## config.mk

```make
export PLATFORM = sky130hd
export DESIGN_NAME = rtbw_test_word
export DESIGN_NICKNAME = d
export VERILOG_FILES = /design/src/rtbw_pkg.sv /design/src/rtbw_delay.sv /design/src/rtbw_test_word.sv
export VERILOG_INCLUDE_DIRS = /design/src
export SDC_FILE = /design/constraint.sdc
export NUM_CORES = 1
export LEC_CHECK = 0
export ABC_AREA = 1
export BUFFER_PORTS_ARGS = -buffer_cell sky130_fd_sc_hd__buf_2
export CELL_PAD_IN_SITES_DETAIL_PLACEMENT = 0
export CELL_PAD_IN_SITES_GLOBAL_PLACEMENT = 1
export CORE_MARGIN = 2
export CORE_UTILIZATION = 44
export CTS_CLUSTER_DIAMETER = 60
export DETAILED_ROUTE_END_ITERATION = 10
export HOLD_SLACK_MARGIN = 0.05
export PLACE_DENSITY = 0.95
export RECOVER_POWER = 25
export SYNTH_ARGS = -nofsm -noshare
export SYNTH_HDL_FRONTEND = slang
export SYNTH_SLANG_ARGS = --single-unit
```

## constraint.sdc

```tcl
create_clock -name clk -period 11.5 [get_ports clk]
set_input_delay 1.15 -clock clk [delete_from_list [all_inputs] [get_ports clk]]
set_output_delay 1.15 -clock clk [all_outputs]
set_load 0.02 [all_outputs]
```

## src/rtbw_map.svh

```systemverilog
// register offsets, bit positions, reset values and timing counts for the test-word block
// Contract
// - 16-bit read-only message pointer, hard reset only
// - pointer holds last valid command's buffer address
// - pointer updates 5 us after active rises
// - two 16-bit writable select registers, hard reset
// - select registers used only when auto-select zero
// - shutdown commands act only on inactive bus
// - command on bus B compares bus A select
// - bus A match on shutdown sets A flag
// - command on bus A compares bus B select
// - bus B match on shutdown sets B flag
// - test word bits 11-4 writable, rest read-only
// - hard reset clears bits, pins/faults set others
// - terminal soft reset leaves test word alone
// - transmit-test-word command sends then copies word
// - bits 15/14 flag transmitter disabled
// - bits 13/12 flag receiver disabled too
// - bits 5/4 flag loopback failures
// - bit 3 flags memory self-test failure
// - bit 2 flags terminal address parity error
// - bit 0 tracks terminal flag inhibit commands
`ifndef RTBW_MAP_SVH
`define RTBW_MAP_SVH

`define RTBW_OFS_MSG_PTR 16'h001B
`define RTBW_OFS_A_MATCH 16'h001C
`define RTBW_OFS_B_MATCH 16'h001D
`define RTBW_OFS_TEST_WORD 16'h001E

`define RTBW_RESET_WORD 16'h0000

`define RTBW_BIT_TX_A 15
`define RTBW_BIT_TX_B 14
`define RTBW_BIT_RX_A 13
`define RTBW_BIT_RX_B 12
`define RTBW_BIT_LOOP_A 5
`define RTBW_BIT_LOOP_B 4
`define RTBW_BIT_MEM 3
`define RTBW_BIT_PARITY 2
`define RTBW_BIT_INIT 1
`define RTBW_BIT_TFLAG 0
`define RTBW_WRITABLE_MASK 16'h0FF0

`define RTBW_MC_TX_SHUT 5'h04
`define RTBW_MC_TX_OVR 5'h05
`define RTBW_MC_TFLAG_INH 5'h06
`define RTBW_MC_TFLAG_OVR 5'h07
`define RTBW_MC_SEND_WORD 5'h13
`define RTBW_MC_SEL_SHUT 5'h14
`define RTBW_MC_SEL_OVR 5'h15

`define RTBW_CLK_PERIOD_NS 5
`define RTBW_UPDATE_DELAY_NS 5000
`define RTBW_UPDATE_CYCLES ((`RTBW_UPDATE_DELAY_NS + `RTBW_CLK_PERIOD_NS - 1) / `RTBW_CLK_PERIOD_NS)

`endif

```

## src/rtbw_pkg.sv

```systemverilog
// shared types of the test-word block
package rtbw_pkg;

	typedef struct packed {
		logic write;
		logic read;
		logic [15:0] addr;
		logic [15:0] wdata;
	} rtbw_reg_req_t;

	typedef struct packed {
		logic valid;
		logic [4:0] code;
		logic busB;
		logic [15:0] data;
	} rtbw_mode_cmd_t;

	typedef struct packed {
		logic valid;
		logic [15:0] data;
	} rtbw_word_t;

	typedef struct packed {
		logic busy;
		logic [9:0] count;
		logic [15:0] addr;
		logic done;
		logic [15:0] doneAddr;
	} rtbw_delay_state_t;

	typedef struct packed {
		logic activePrev;
		logic [1:0] inhASync;
		logic [1:0] inhBSync;
		logic [1:0] autoInitSync;
		logic [15:0] msgPtr;
		logic [15:0] busAMatch;
		logic [15:0] busBMatch;
		logic [15:0] testWord;
		logic cmdShutA;
		logic cmdShutB;
		logic [15:0] rdata;
		rtbw_word_t txWord;
		rtbw_word_t bufWrite;
		logic copyPending;
		logic [15:0] copyWord;
		logic hostAssist;
	} rtbw_state_t;

endpackage : rtbw_pkg

```

## src/rtbw_delay.sv

```systemverilog
// one-shot delay that releases a captured address after the update time
`include "rtbw_map.svh"

module rtbw_delay (
	input wire logic clk,
	input wire logic reset,
	input wire logic start,
	input wire logic [15:0] startAddr,
	output logic done,
	output logic [15:0] doneAddr
);

	localparam logic [9:0] LAST_COUNT = 10'(`RTBW_UPDATE_CYCLES - 1);

	rtbw_pkg::rtbw_delay_state_t state;
	rtbw_pkg::rtbw_delay_state_t next_state;

	always_comb begin
		next_state = state;
		next_state.done = 1'b0;
		if (start) begin
			next_state.busy = 1'b1;
			next_state.count = LAST_COUNT;
			next_state.addr = startAddr;
		end else if (state.busy) begin
			if (state.count == 10'h000) begin
				next_state.busy = 1'b0;
				next_state.done = 1'b1;
				next_state.doneAddr = state.addr;
			end else begin
				next_state.count = state.count - 10'h001;
			end
		end
	end

	always_ff @(posedge clk or posedge reset) begin
		if (reset) begin
			state <= '0;
		end else begin
			state <= next_state;
		end
	end

	assign done = state.done;
	assign doneAddr = state.doneAddr;

endmodule : rtbw_delay

```

## src/rtbw_test_word.sv

```systemverilog
// remote-terminal message pointer, bus select compare and built-in test word
`include "rtbw_map.svh"

module rtbw_test_word (
	input wire logic clk,
	input wire logic reset,
	input rtbw_pkg::rtbw_reg_req_t regReq,
	output logic [15:0] regRdata,
	input wire logic activeMessage,
	input wire logic [15:0] descriptorAddr,
	input rtbw_pkg::rtbw_mode_cmd_t modeCmd,
	input wire logic modeDone,
	input wire logic autoBusShutdownSelect,
	input wire logic alternateTestWordOption,
	input wire logic shutdownAlsoRx,
	input wire logic txInhibitAPin,
	input wire logic txInhibitBPin,
	input wire logic autoInitPin,
	input wire logic loopFailA,
	input wire logic loopFailB,
	input wire logic memorySelftestFail,
	input wire logic addressParityFail,
	input wire logic initLoadFail,
	output rtbw_pkg::rtbw_word_t txWord,
	output rtbw_pkg::rtbw_word_t bufWrite,
	output logic txDisableA,
	output logic txDisableB,
	output logic rxDisableA,
	output logic rxDisableB,
	output logic terminalFlagInhibited,
	output logic hostAssist
);

	rtbw_pkg::rtbw_state_t state;
	rtbw_pkg::rtbw_state_t next_state;

	logic activeRise;
	logic ptrDone;
	logic [15:0] ptrAddr;

	logic cmdOnB;
	logic selectMatch;
	logic isSelShut;
	logic isSelOvr;
	logic autoSelShut;
	logic autoSelOvr;
	logic doShut;
	logic doOvr;

	assign activeRise = activeMessage & ~state.activePrev;

	rtbw_delay ptrDelay (
		.clk(clk),
		.reset(reset),
		.start(activeRise),
		.startAddr(descriptorAddr),
		.done(ptrDone),
		.doneAddr(ptrAddr)
	);

	always_comb begin
		cmdOnB = modeCmd.busB;
		// bus B command checks A select
		// bus A command checks B select
		selectMatch = cmdOnB ? (modeCmd.data == state.busAMatch) : (modeCmd.data == state.busBMatch);
		isSelShut = modeCmd.valid && (modeCmd.code == `RTBW_MC_SEL_SHUT);
		isSelOvr = modeCmd.valid && (modeCmd.code == `RTBW_MC_SEL_OVR);
		autoSelShut = isSelShut && !autoBusShutdownSelect && selectMatch;
		autoSelOvr = isSelOvr && !autoBusShutdownSelect && selectMatch;
		doShut = autoSelShut || (modeCmd.valid && (modeCmd.code == `RTBW_MC_TX_SHUT));
		doOvr = autoSelOvr || (modeCmd.valid && (modeCmd.code == `RTBW_MC_TX_OVR));
	end

	always_comb begin
		next_state = state;
		next_state.activePrev = activeMessage;
		next_state.txWord.valid = 1'b0;
		next_state.bufWrite.valid = 1'b0;
		next_state.hostAssist = 1'b0;

		// pins from outside the clock domain
		next_state.inhASync = {state.inhASync[0], txInhibitAPin};
		next_state.inhBSync = {state.inhBSync[0], txInhibitBPin};
		next_state.autoInitSync = {state.autoInitSync[0], autoInitPin};

		if (ptrDone) begin
			next_state.msgPtr = ptrAddr;
		end

		// host register writes
		if (regReq.write) begin
			case (regReq.addr)
				`RTBW_OFS_A_MATCH: begin
					next_state.busAMatch = regReq.wdata;
				end
				`RTBW_OFS_B_MATCH: begin
					next_state.busBMatch = regReq.wdata;
				end
				`RTBW_OFS_TEST_WORD: begin
					next_state.testWord = (state.testWord & ~`RTBW_WRITABLE_MASK)
						| (regReq.wdata & `RTBW_WRITABLE_MASK);
				end
				default: begin
				end
			endcase
		end

		if (doShut) begin
			if (cmdOnB) begin
				next_state.cmdShutA = 1'b1;
				if (shutdownAlsoRx) begin
					next_state.testWord[`RTBW_BIT_RX_A] = 1'b1;
				end
			end else begin
				next_state.cmdShutB = 1'b1;
				if (shutdownAlsoRx) begin
					next_state.testWord[`RTBW_BIT_RX_B] = 1'b1;
				end
			end
		end

		if (doOvr) begin
			if (cmdOnB) begin
				next_state.cmdShutA = 1'b0;
				next_state.testWord[`RTBW_BIT_RX_A] = 1'b0;
			end else begin
				next_state.cmdShutB = 1'b0;
				next_state.testWord[`RTBW_BIT_RX_B] = 1'b0;
			end
		end

		// selected commands left to the host
		if ((isSelShut || isSelOvr) && !(autoSelShut || autoSelOvr)) begin
			next_state.hostAssist = 1'b1;
		end

		next_state.testWord[`RTBW_BIT_TX_A] = state.inhASync[1] | next_state.cmdShutA;
		next_state.testWord[`RTBW_BIT_TX_B] = state.inhBSync[1] | next_state.cmdShutB;

		if (loopFailA) begin
			next_state.testWord[`RTBW_BIT_LOOP_A] = 1'b1;
		end
		if (loopFailB) begin
			next_state.testWord[`RTBW_BIT_LOOP_B] = 1'b1;
		end

		if (memorySelftestFail) begin
			next_state.testWord[`RTBW_BIT_MEM] = 1'b1;
		end

		next_state.testWord[`RTBW_BIT_PARITY] = addressParityFail;

		// init load failure only with auto-init
		if (initLoadFail && state.autoInitSync[1]) begin
			next_state.testWord[`RTBW_BIT_INIT] = 1'b1;
		end

		if (modeCmd.valid && (modeCmd.code == `RTBW_MC_TFLAG_INH)) begin
			next_state.testWord[`RTBW_BIT_TFLAG] = 1'b1;
		end else if (modeCmd.valid && (modeCmd.code == `RTBW_MC_TFLAG_OVR)) begin
			next_state.testWord[`RTBW_BIT_TFLAG] = 1'b0;
		end

		if (modeCmd.valid && (modeCmd.code == `RTBW_MC_SEND_WORD) && !alternateTestWordOption) begin
			next_state.txWord.valid = 1'b1;
			next_state.txWord.data = state.testWord;
			next_state.copyPending = 1'b1;
			next_state.copyWord = state.testWord;
		end else if (modeDone && state.copyPending) begin
			next_state.copyPending = 1'b0;
			next_state.bufWrite.valid = 1'b1;
			next_state.bufWrite.data = state.copyWord;
		end

		// read data, unmapped reads zero
		if (regReq.read) begin
			case (regReq.addr)
				`RTBW_OFS_MSG_PTR: begin
					next_state.rdata = state.msgPtr;
				end
				`RTBW_OFS_A_MATCH: begin
					next_state.rdata = state.busAMatch;
				end
				`RTBW_OFS_B_MATCH: begin
					next_state.rdata = state.busBMatch;
				end
				`RTBW_OFS_TEST_WORD: begin
					next_state.rdata = state.testWord;
				end
				default: begin
					next_state.rdata = 16'h0000;
				end
			endcase
		end
	end

	always_ff @(posedge clk or posedge reset) begin
		if (reset) begin
			state <= '0;
			state.testWord <= `RTBW_RESET_WORD;
		end else begin
			state <= next_state;
		end
	end

	assign regRdata = state.rdata;
	assign txWord = state.txWord;
	assign bufWrite = state.bufWrite;
	assign txDisableA = state.testWord[`RTBW_BIT_TX_A];
	assign txDisableB = state.testWord[`RTBW_BIT_TX_B];
	assign rxDisableA = state.testWord[`RTBW_BIT_RX_A];
	assign rxDisableB = state.testWord[`RTBW_BIT_RX_B];
	assign terminalFlagInhibited = state.testWord[`RTBW_BIT_TFLAG];
	assign hostAssist = state.hostAssist;

endmodule : rtbw_test_word

```

# == Word-level counts from Yosys, hierarchy flattened ==
# Index checks and enable logic that the tools add are counted.
# classes
add_sub_neg,1
muxes,36
n_reduce_logical,46
bitwise_logic,7
eq_ne,14
# ops
cell,n
$mux 17,5
$eq 16x5->1 const B,4
$pmux 16 s4,1
$eq 16x16->1,2
$mux 14,2
$mux 11,2
$eq 5x3->1 const B,4
$mux 1,20
$reduce_and 2->1,10
$reduce_bool 2->1,10
$mux 18,1
$eq 5x5->1 const B,3
$logic_and 1x1->1,15
$or 14x12->14,1
$logic_not 10->1,1
$mux 10,1
$sub 10x1->10 const B,1
$mux 2,4
$reduce_bool 3->1,2
$logic_or 1x1->1,4
$logic_not 1->1,3
$not 1->1,3
$reduce_and 3->1,1
$ne 2x2->1 const B,1
other kinds (2),3
# word_totals
ff_bits,169

# == Depth between registers and ports, before layout ==
# Gate-level depths: netlist of run 1.
# depth
ltp_word,9
mapped_depth,15
depth_no_buf,14

# == Modules after synthesis ==
# Synthesis of run 1 repeated with hierarchy kept, for this count alone.
# unflattened
cells_unflattened,972
area_unflattened_um2,8285.4
# modules_own_cells
module,cells_each,area_each_um2,instances
rtbw_test_word,743,6172.2,1
rtbw_delay,229,2113.3,1

# == Worst setup path after synthesis of run 1 ==
# OpenSTA, ideal clock, no wires.
# synth_path
path_type,input to register
startpoint,in regReq[23] in the netlist's numbering
endpoint,reg state[117] in the netlist's numbering
stages,7
setup_slack_ns,9.123
t_arrival_ns,2.245
t_required_ns,11.368
path_buffers,1
cell_sequence,nor2_1 -> nand3b_2 -> nor4_4 -> nand3_1 -> clkbuf_1 -> nand2_1 -> o21ai_0
# synth_via
elab_chain_len,2
# synth_rtl
item,line_no,source
"start, declared",rtbw_test_word.sv:7,"input rtbw_pkg::rtbw_reg_req_t regReq,"
$eq 16x5->1,rtbw_test_word.sv:92,case (regReq.addr)
$reduce_and 2->1 (no line),n/a,
"end signal, assigned",rtbw_test_word.sv:202,state <= next_state;
"end, declared",rtbw_test_word.sv:34,rtbw_pkg::rtbw_state_t state;
# No other way between the ends.
# A chain may end at the register's enable or synchronous reset.

==> flow_summary.json, run 1 <==
{
  "pre_cts_ws_ns": 7.65,
  "clock_path_buffers": 2,
  "clock_skew_ns": 0.00912,
  "io_buffer_count": 143,
  "dr.pass1.iters": 5,
  "grt_usage": 0.196,
  "dpl_cell_area_mm2": 0.00837,
  "syn_inst": 979,
  "h-tree-depth": 4,
  "crit_fanout": 104,
  "numCtsBuffers": 17,
  "min_period_over_period": 0.374,
  "vias_per_cell": 4.77,
  "grtUsageMet2": 0.311,
  "synth_cell_types": 25,
  "power.leakage_nw": 4.71,
  "drt_iter0_markers": 300,
  "max_slew.worst_pin.slew_ns": 4.43,
  "cp_slowest_cell": "clkinvlp_2",
  "fmax_ghz": 0.233,
  "fin_crit_ns": 4.30,
  "crit_type": "input pin to asynchronous set/reset pin",
  "syn2layout_area_growth_pct": 13.1,
  "drv_cap": 1,
  "drt_wl_total_mm": 17.8,
  "initial_core_util": 0.452,
  "outcome": "complete, but fails checks",
  "rsz0062_at_grt": "no",
  "gp_congestion": 0.864,
  "syn-num-nets": 1069,
  "seq_area_frac_synth": 0.537,
  "layout_setup_ws_ns": 7.20,
  "final_cell_mix": "nand2_1, dfrtp_1, buf_2",
  "multiInputGateArea_mm2": 0.00266,
  "synth_area_mm2": 0.00788,
  "path_clk_slew_ns": 0.07,
  "grt_pass1_wl_mm": 28.6,
  "dp_hpwl_mm": 12.9,
  "via_count": 6196,
  "antenna_found_initial": 1,
  "crit_chain": "buf_2 > clkinvlp_2 > buf_4",
  "setup_violations": 0,
  "final_common_cell": "nand2_1",
  "finalNetCount": 1149,
  "fin_util": 0.512,
  "ioPinCount": 144,
  "clk_latency_ns": 0.43,
  "worst_ep_arrival_time_ns": 4.75,
  "detail-route-antenna-nets": 0,
  "seqCellArea_mm2": 0.00423,
  "avgSynthCellArea_um2": 8.05,
  "met1_usage": 0.262,
  "start_kind": "input pin",
  "cts.sinks": 169,
  "grt_pass1_vias": 5788,
  "power_density_mw_per_mm2": 153,
  "critPathMaxStageDelay_ns": 2.46,
  "grt_max_degree": 105,
  "violations": "max-capacitance violations, max-slew violations",
  "coreArea_mm2": 0.0174,
  "design_area_mm2": 0.00892,
  "finalHoldViolations": 0,
  "vdd_drop_max_v": 0.000116,
  "ys_seq_elements": 169,
  "wl_per_cell_um": 13.7,
  "finalMaxSlewViolations": 105,
  "cts_hold_buf": 0,
  "drcViolationCount": 0,
  "cts_tree": "yes",
  "clockRootBuffer": "clkbuf_16",
  "ctsResizeCount": 0,
  "met3_usage": 0.0600,
  "endpoint_kind": "asynchronous set/reset pin",
  "top_usage_layer": "met2",
  "cts_setup_buffers": 0,
  "drive_above_1_share": 0.171,
  "num-fill-cells": 1688,
  "yosysWarnings": 0,
  "min_path_type": "register to register",
  "relSlewSlack": -1.97,
  "grt_overflow": 0,
  "fin_setup_tns_ns": 0,
  "die_w_um": 138,
  "rows": 48,
  "cp.required_ns": 11.95,
  "die_area_mm2": 0.0190,
  "die_height_um": 138
}
## layout make-up
type | count | area share
multi-input combinational | 603 | 0.298
timing repair buffer | 146 | 0.0821
inverter | 122 | 0.0515
tap | 225 | 0.0316
sequential | 169 | 0.474
antenna | 1 | 0.000281
clock inverter | 11 | 0.00800
clock buffer | 21 | 0.0539
## logic make-up (layout without fill, tap and decap cells)
kind of cell | after synthesis | in the layout | share of synthesized area
buf+inv | 207 | 300 | 0.126
flops | 169 | 169 | 0.537
compound gates | 170 | 170 | 0.109
simple gates | 431 | 431 | 0.226
fa+ha+maj | 2 | 2 | 0.00318
other cells | 0 | 1 | 0
## cells in the mapped netlist (all sizes together)
cell	count	area share
a21oi	10	0.0064
a31oi	1	0.00079
buf	57	0.054
clkbuf	28	0.013
dfrtp	169	0.54
ha	2	0.0032
inv	122	0.058
nand2	321	0.15
nand3	57	0.036
nand3b	4	0.0043
nand4	4	0.0032
nor2	31	0.015
nor3	9	0.0064
nor4	4	0.0070
o21ai	156	0.099
o22ai	3	0.0024
or2	1	0.00079
## state kept, by name, summed over array words and instances, names as in the netlist, 3 cells and up, named ones only
signal and cells:
next_state 3, state 82, ptrDelay.state 27, regRdata 16
ptrDelay.doneAddr 16, bufWrite 17
## final timing paths
check	slack, ns	end	depth (start not counted)	from
setup / recovery	7.20	state[77]	3	reset
hold / removal	0.35	state[135]	0	next_state[135]
setup reg to reg	9.21	ptrDelay.state[34]	6	state[140]
hold reg to reg	0.35	state[135]	0	next_state[135]
max in group clk	8.08	state[86]	6	regReq[23]
min in group asynchronous	2.07	regRdata[12]	2	reset
## through the flow
stage | std cells | power [mW] | hold WS (ns)
floorplan | 979 | 0.811 | 0.331
global placement | 1265 | 0.840 | 0.333
detailed placement | 1265 | 0.847 | 0.337
CTS | 1297 | 1.38 | 0.352
global route | 1298 | 1.43 | 0.363
finish | 1298 | 1.36 | 0.350
## where the power goes
part           internal, mW  switching, mW
combinational        0.0555          0.112
clock                 0.298          0.232
sequential            0.643         0.0246
total                 0.996          0.369
## worst max-delay path: cells and delay by family
kind                   cells  cell delay [ns]
buffers and inverters      3             3.52
## per-layer routing
layer / routed length [um] / up-vias
met3: 1360 / 18
met5: 0 / -
met2: 8050 / 172
met4: 221 / 0
met1: 8190 / 2811
li1: - / 3195
No activity file was read; power rests on OpenSTA's default activity.
==> run 2, diff against run 1 <==
- ABC_AREA: 1 -> 0
- PLACE_DENSITY: 0.95 -> 0.92
- clock period: 11.5 -> 4.01 ns (I/O delays scaled with it)
==> run 2 against run 1 <==
Effect of this change:
- the flow still finishes with violations (max-capacitance violations, max-slew violations)
- via count shrank 20%
- die area fell by 3.8%
- clock power increased to 3.0 times the previous value
- clock-buffer cell count rose by 3
- sequential cell count unchanged
- combinational power rose by 83%
==> flow_summary.json, run 2 <==
{
  "ioPinCount": 144,
  "synth_cell_types": 51,
  "die_w_um": 135,
  "avgSynthCellArea_um2": 12.1,
  "synth_top_family_by_area": "multiplexers",
  "worst_ep_arrival_time_ns": 3.04,
  "drcViolationCount": 0,
  "detail-route-antenna-nets": 0,
  "endpoint_kind": "register",
  "grt_usage": 0.190,
  "grt_pass1_vias": 4983,
  "via_count": 4946,
  "synth_top_cell_area_share": 0.558,
  "fmax_ghz": 0.370,
  "yosysWarnings": 0,
  "grt_max_degree": 70,
  "vias_per_cell": 5.17,
  "die_height_um": 135,
  "dp_hpwl_mm": 11.8,
  "rsz0062_at_grt": "no",
  "clk_latency_ns": 0.42,
  "synth.area.top_cells": "dfrtp_1, mux2_2, nand2_1",
  "synth_commonest_cells": "dfrtp_1, nand2_1, mux2_2, buf_4, inv_1",
  "hp-start": "addressParityFail",
  "wl_per_cell_um": 17.2,
  "synthAdderAreaFrac": 0.00330,
  "syn2layout_area_growth_pct": 15.0,
  "seq_area_frac_synth": 0.558,
  "power.leakage_nw": 4.42,
  "cts_hold_buf": 0,
  "finalHoldViolations": 0,
  "vdd_drop_max_v": 0.000329,
  "p_sw_mw": 0.874,
  "crit_fanout": 18,
  "max_slew.worst_pin.slew_ns": 1.80,
  "power_frac_seq": 0.496,
  "start_kind": "input pin",
  "synth_edf_count": 0,
  "yosysMostFrequentCell": "dfrtp_1",
  "crit_type": "input pin to register",
  "syn_inst": 628,
  "crit-reg2reg-launch": "ptrDelay.state[33]",
  "drive_above_1_share": 0.376,
  "final_cell_mix": "dfrtp_1, buf_2, nand2_1",
  "relSlewSlack": -0.206,
  "largest_reg_flops": 82,
  "clock_path_buffers": 2,
  "fin_util": 0.522,
  "cp.required_ns": 4.35,
  "synth-xor-area-share": 0.0278,
  "yosys.area.top_type": "dfrtp_1",
  "ys.flop_type": "dfrtp_1",
  "dr.pass1.iters": 7,
  "drt_iter0_markers": 350,
  "syn-num-nets": 718,
  "switching_share": 0.233,
  "cts.sinks": 169,
  "finalNetCount": 815,
  "grt_pass1_wl_mm": 26.6,
  "io_buffer_count": 143,
  "cts_setup_buffers": 0,
  "r2r_slack_ns": 1.40,
  "regMostFlops": "state",
  "grt_overflow": 0,
  "synth_area_mm2": 0.00757,
  "antenna_found_initial": 1,
  "n_antenna_cell": 0,
  "cts_tree": "yes",
  "setup_violations": 0,
  "violations": "max-capacitance violations, max-slew violations",
  "drv_cap": 2,
  "final_common_cell": "dfrtp_1",
  "rows": 47,
  "async_flop_share": 1.00,
  "gp_congestion": 0.864,
  "power_density_mw_per_mm2": 430,
  "finalMaxSlewViolations": 103,
  "synth_compound_area_frac": 0.0666,
  "holdPathStages": 1,
  "min_to": "state[72]",
  "clockRootBuffer": "clkbuf_16",
  "clock_skew_ns": 0.00730,
  "drt_wl_total_mm": 16.4,
  "coreArea_mm2": 0.0167,
  "synthSimpleGateAreaFrac": 0.108,
  "fin_setup_tns_ns": 0,
  "synth.area.mux_share": 0.156,
  "ctsResizeCount": 0,
  "min_period_over_period": 0.674,
  "clkPwrFrac": 0.422,
  "initial_core_util": 0.454,
  "r2r-end": "ptrDelay.doneAddr[9]",
  "outcome": "complete, but fails checks",
  "p_comb_frac": 0.082,
  "fin_crit_ns": 2.70,
  "min_path_type": "input pin to register",
  "h-tree-depth": 4,
  "path_clk_slew_ns": 0.06,
  "numCtsBuffers": 17,
  "p_int_mw": 2.87,
  "rr_worst_depth": 5,
  "ys_seq_elements": 169,
  "die_area_mm2": 0.0183
}
[run 2: cell count changes in the layout (fill, tap and decap cells not counted), moves of 13 or more]
cell / delta
nand2_1: -213
o21ai_0: -136
inv_1: -92
mux2_2: +85
nand3_1: -55
nor2_1: -22
mux2i_1: +21
xnor2_1: +21
o21ai_1: -18
a222oi_1: +16
a21boi_0: +15
o22ai_1: +13
[run 2: worst max-delay path by stage]
stage / from / end / slack [ns] / cells past startpoint
floorplan: reset / asynchronous set/reset pin / 1.45 / 1
global placement: modeCmd[16] / state[68] / 0.99 / 7
detailed placement: modeCmd[16] / state[68] / 0.93 / 7
CTS: modeCmd[16] / state[68] / 1.38 / 7
global route: reset / bufWrite[4] / 0.84 / 3
finish: modeCmd[16] / state[68] / 1.31 / 7
[run 2: area by class of cell]
type                            count  area [um^2]
Clock buffer                       24          482
Clock inverter                      7         92.6
Fill cell                        1508         7990
Tap cell                          220          275
Timing Repair Buffer              151          779
Inverter                           30          114
Multi-Input combinational cell    356         2740
Sequential cell                   169         4230
[run 2: layer usage]
layer  share of wire  track usage  up-vias
met5               0            0        -
met4           0.026       0.0775        0
met3           0.063       0.0434       31
met2            0.47        0.291      176
met1            0.44        0.261     2409
li1                -            -     2330
[run 2: cells by family (layout without fill, tap and decap cells)]
group           Yosys count  count (layout)
compound gates           63              63
xor+xnor                 24              24
fa+ha+maj                 2               2
buf+inv                 103             212
flops                   169             169
mux                     107             107
simple gates            160             160
[run 2: power groups by stage]
stage,Sequential (mW),Clock [mW],Combinational (mW)
2_1_floorplan,1.88,0,0.213
6_report,1.86,1.58,0.308
5_1_grt,1.87,1.69,0.347
3_3_place_gp,1.88,0,0.308
4_1_cts,1.86,1.61,0.315
3_5_place_dp,1.89,0,0.313
[run 2: metrics by stage]
stage	instance area [um^2]	hold WS [ns]	total power [mW]	instances	setup slack, ns
floorplan	7580	0.331	2.09	628	1.45
global placement	8160	0.332	2.19	926	0.989
detailed placement	8160	0.340	2.20	926	0.935
CTS	8730	0.0723	3.78	957	1.38
global route	8710	0.0707	3.90	957	0.844
finish	8710	0.0820	3.75	957	1.31
[run 2: worst max-delay path: stages]
cell and delay (ns):
buf_2 0.49, mux2i_1 0.38, xnor2_1 0.10, nor4_1 0.69, nand4_1 0.33, a21oi_1 0.40
mux2i_1 0.25
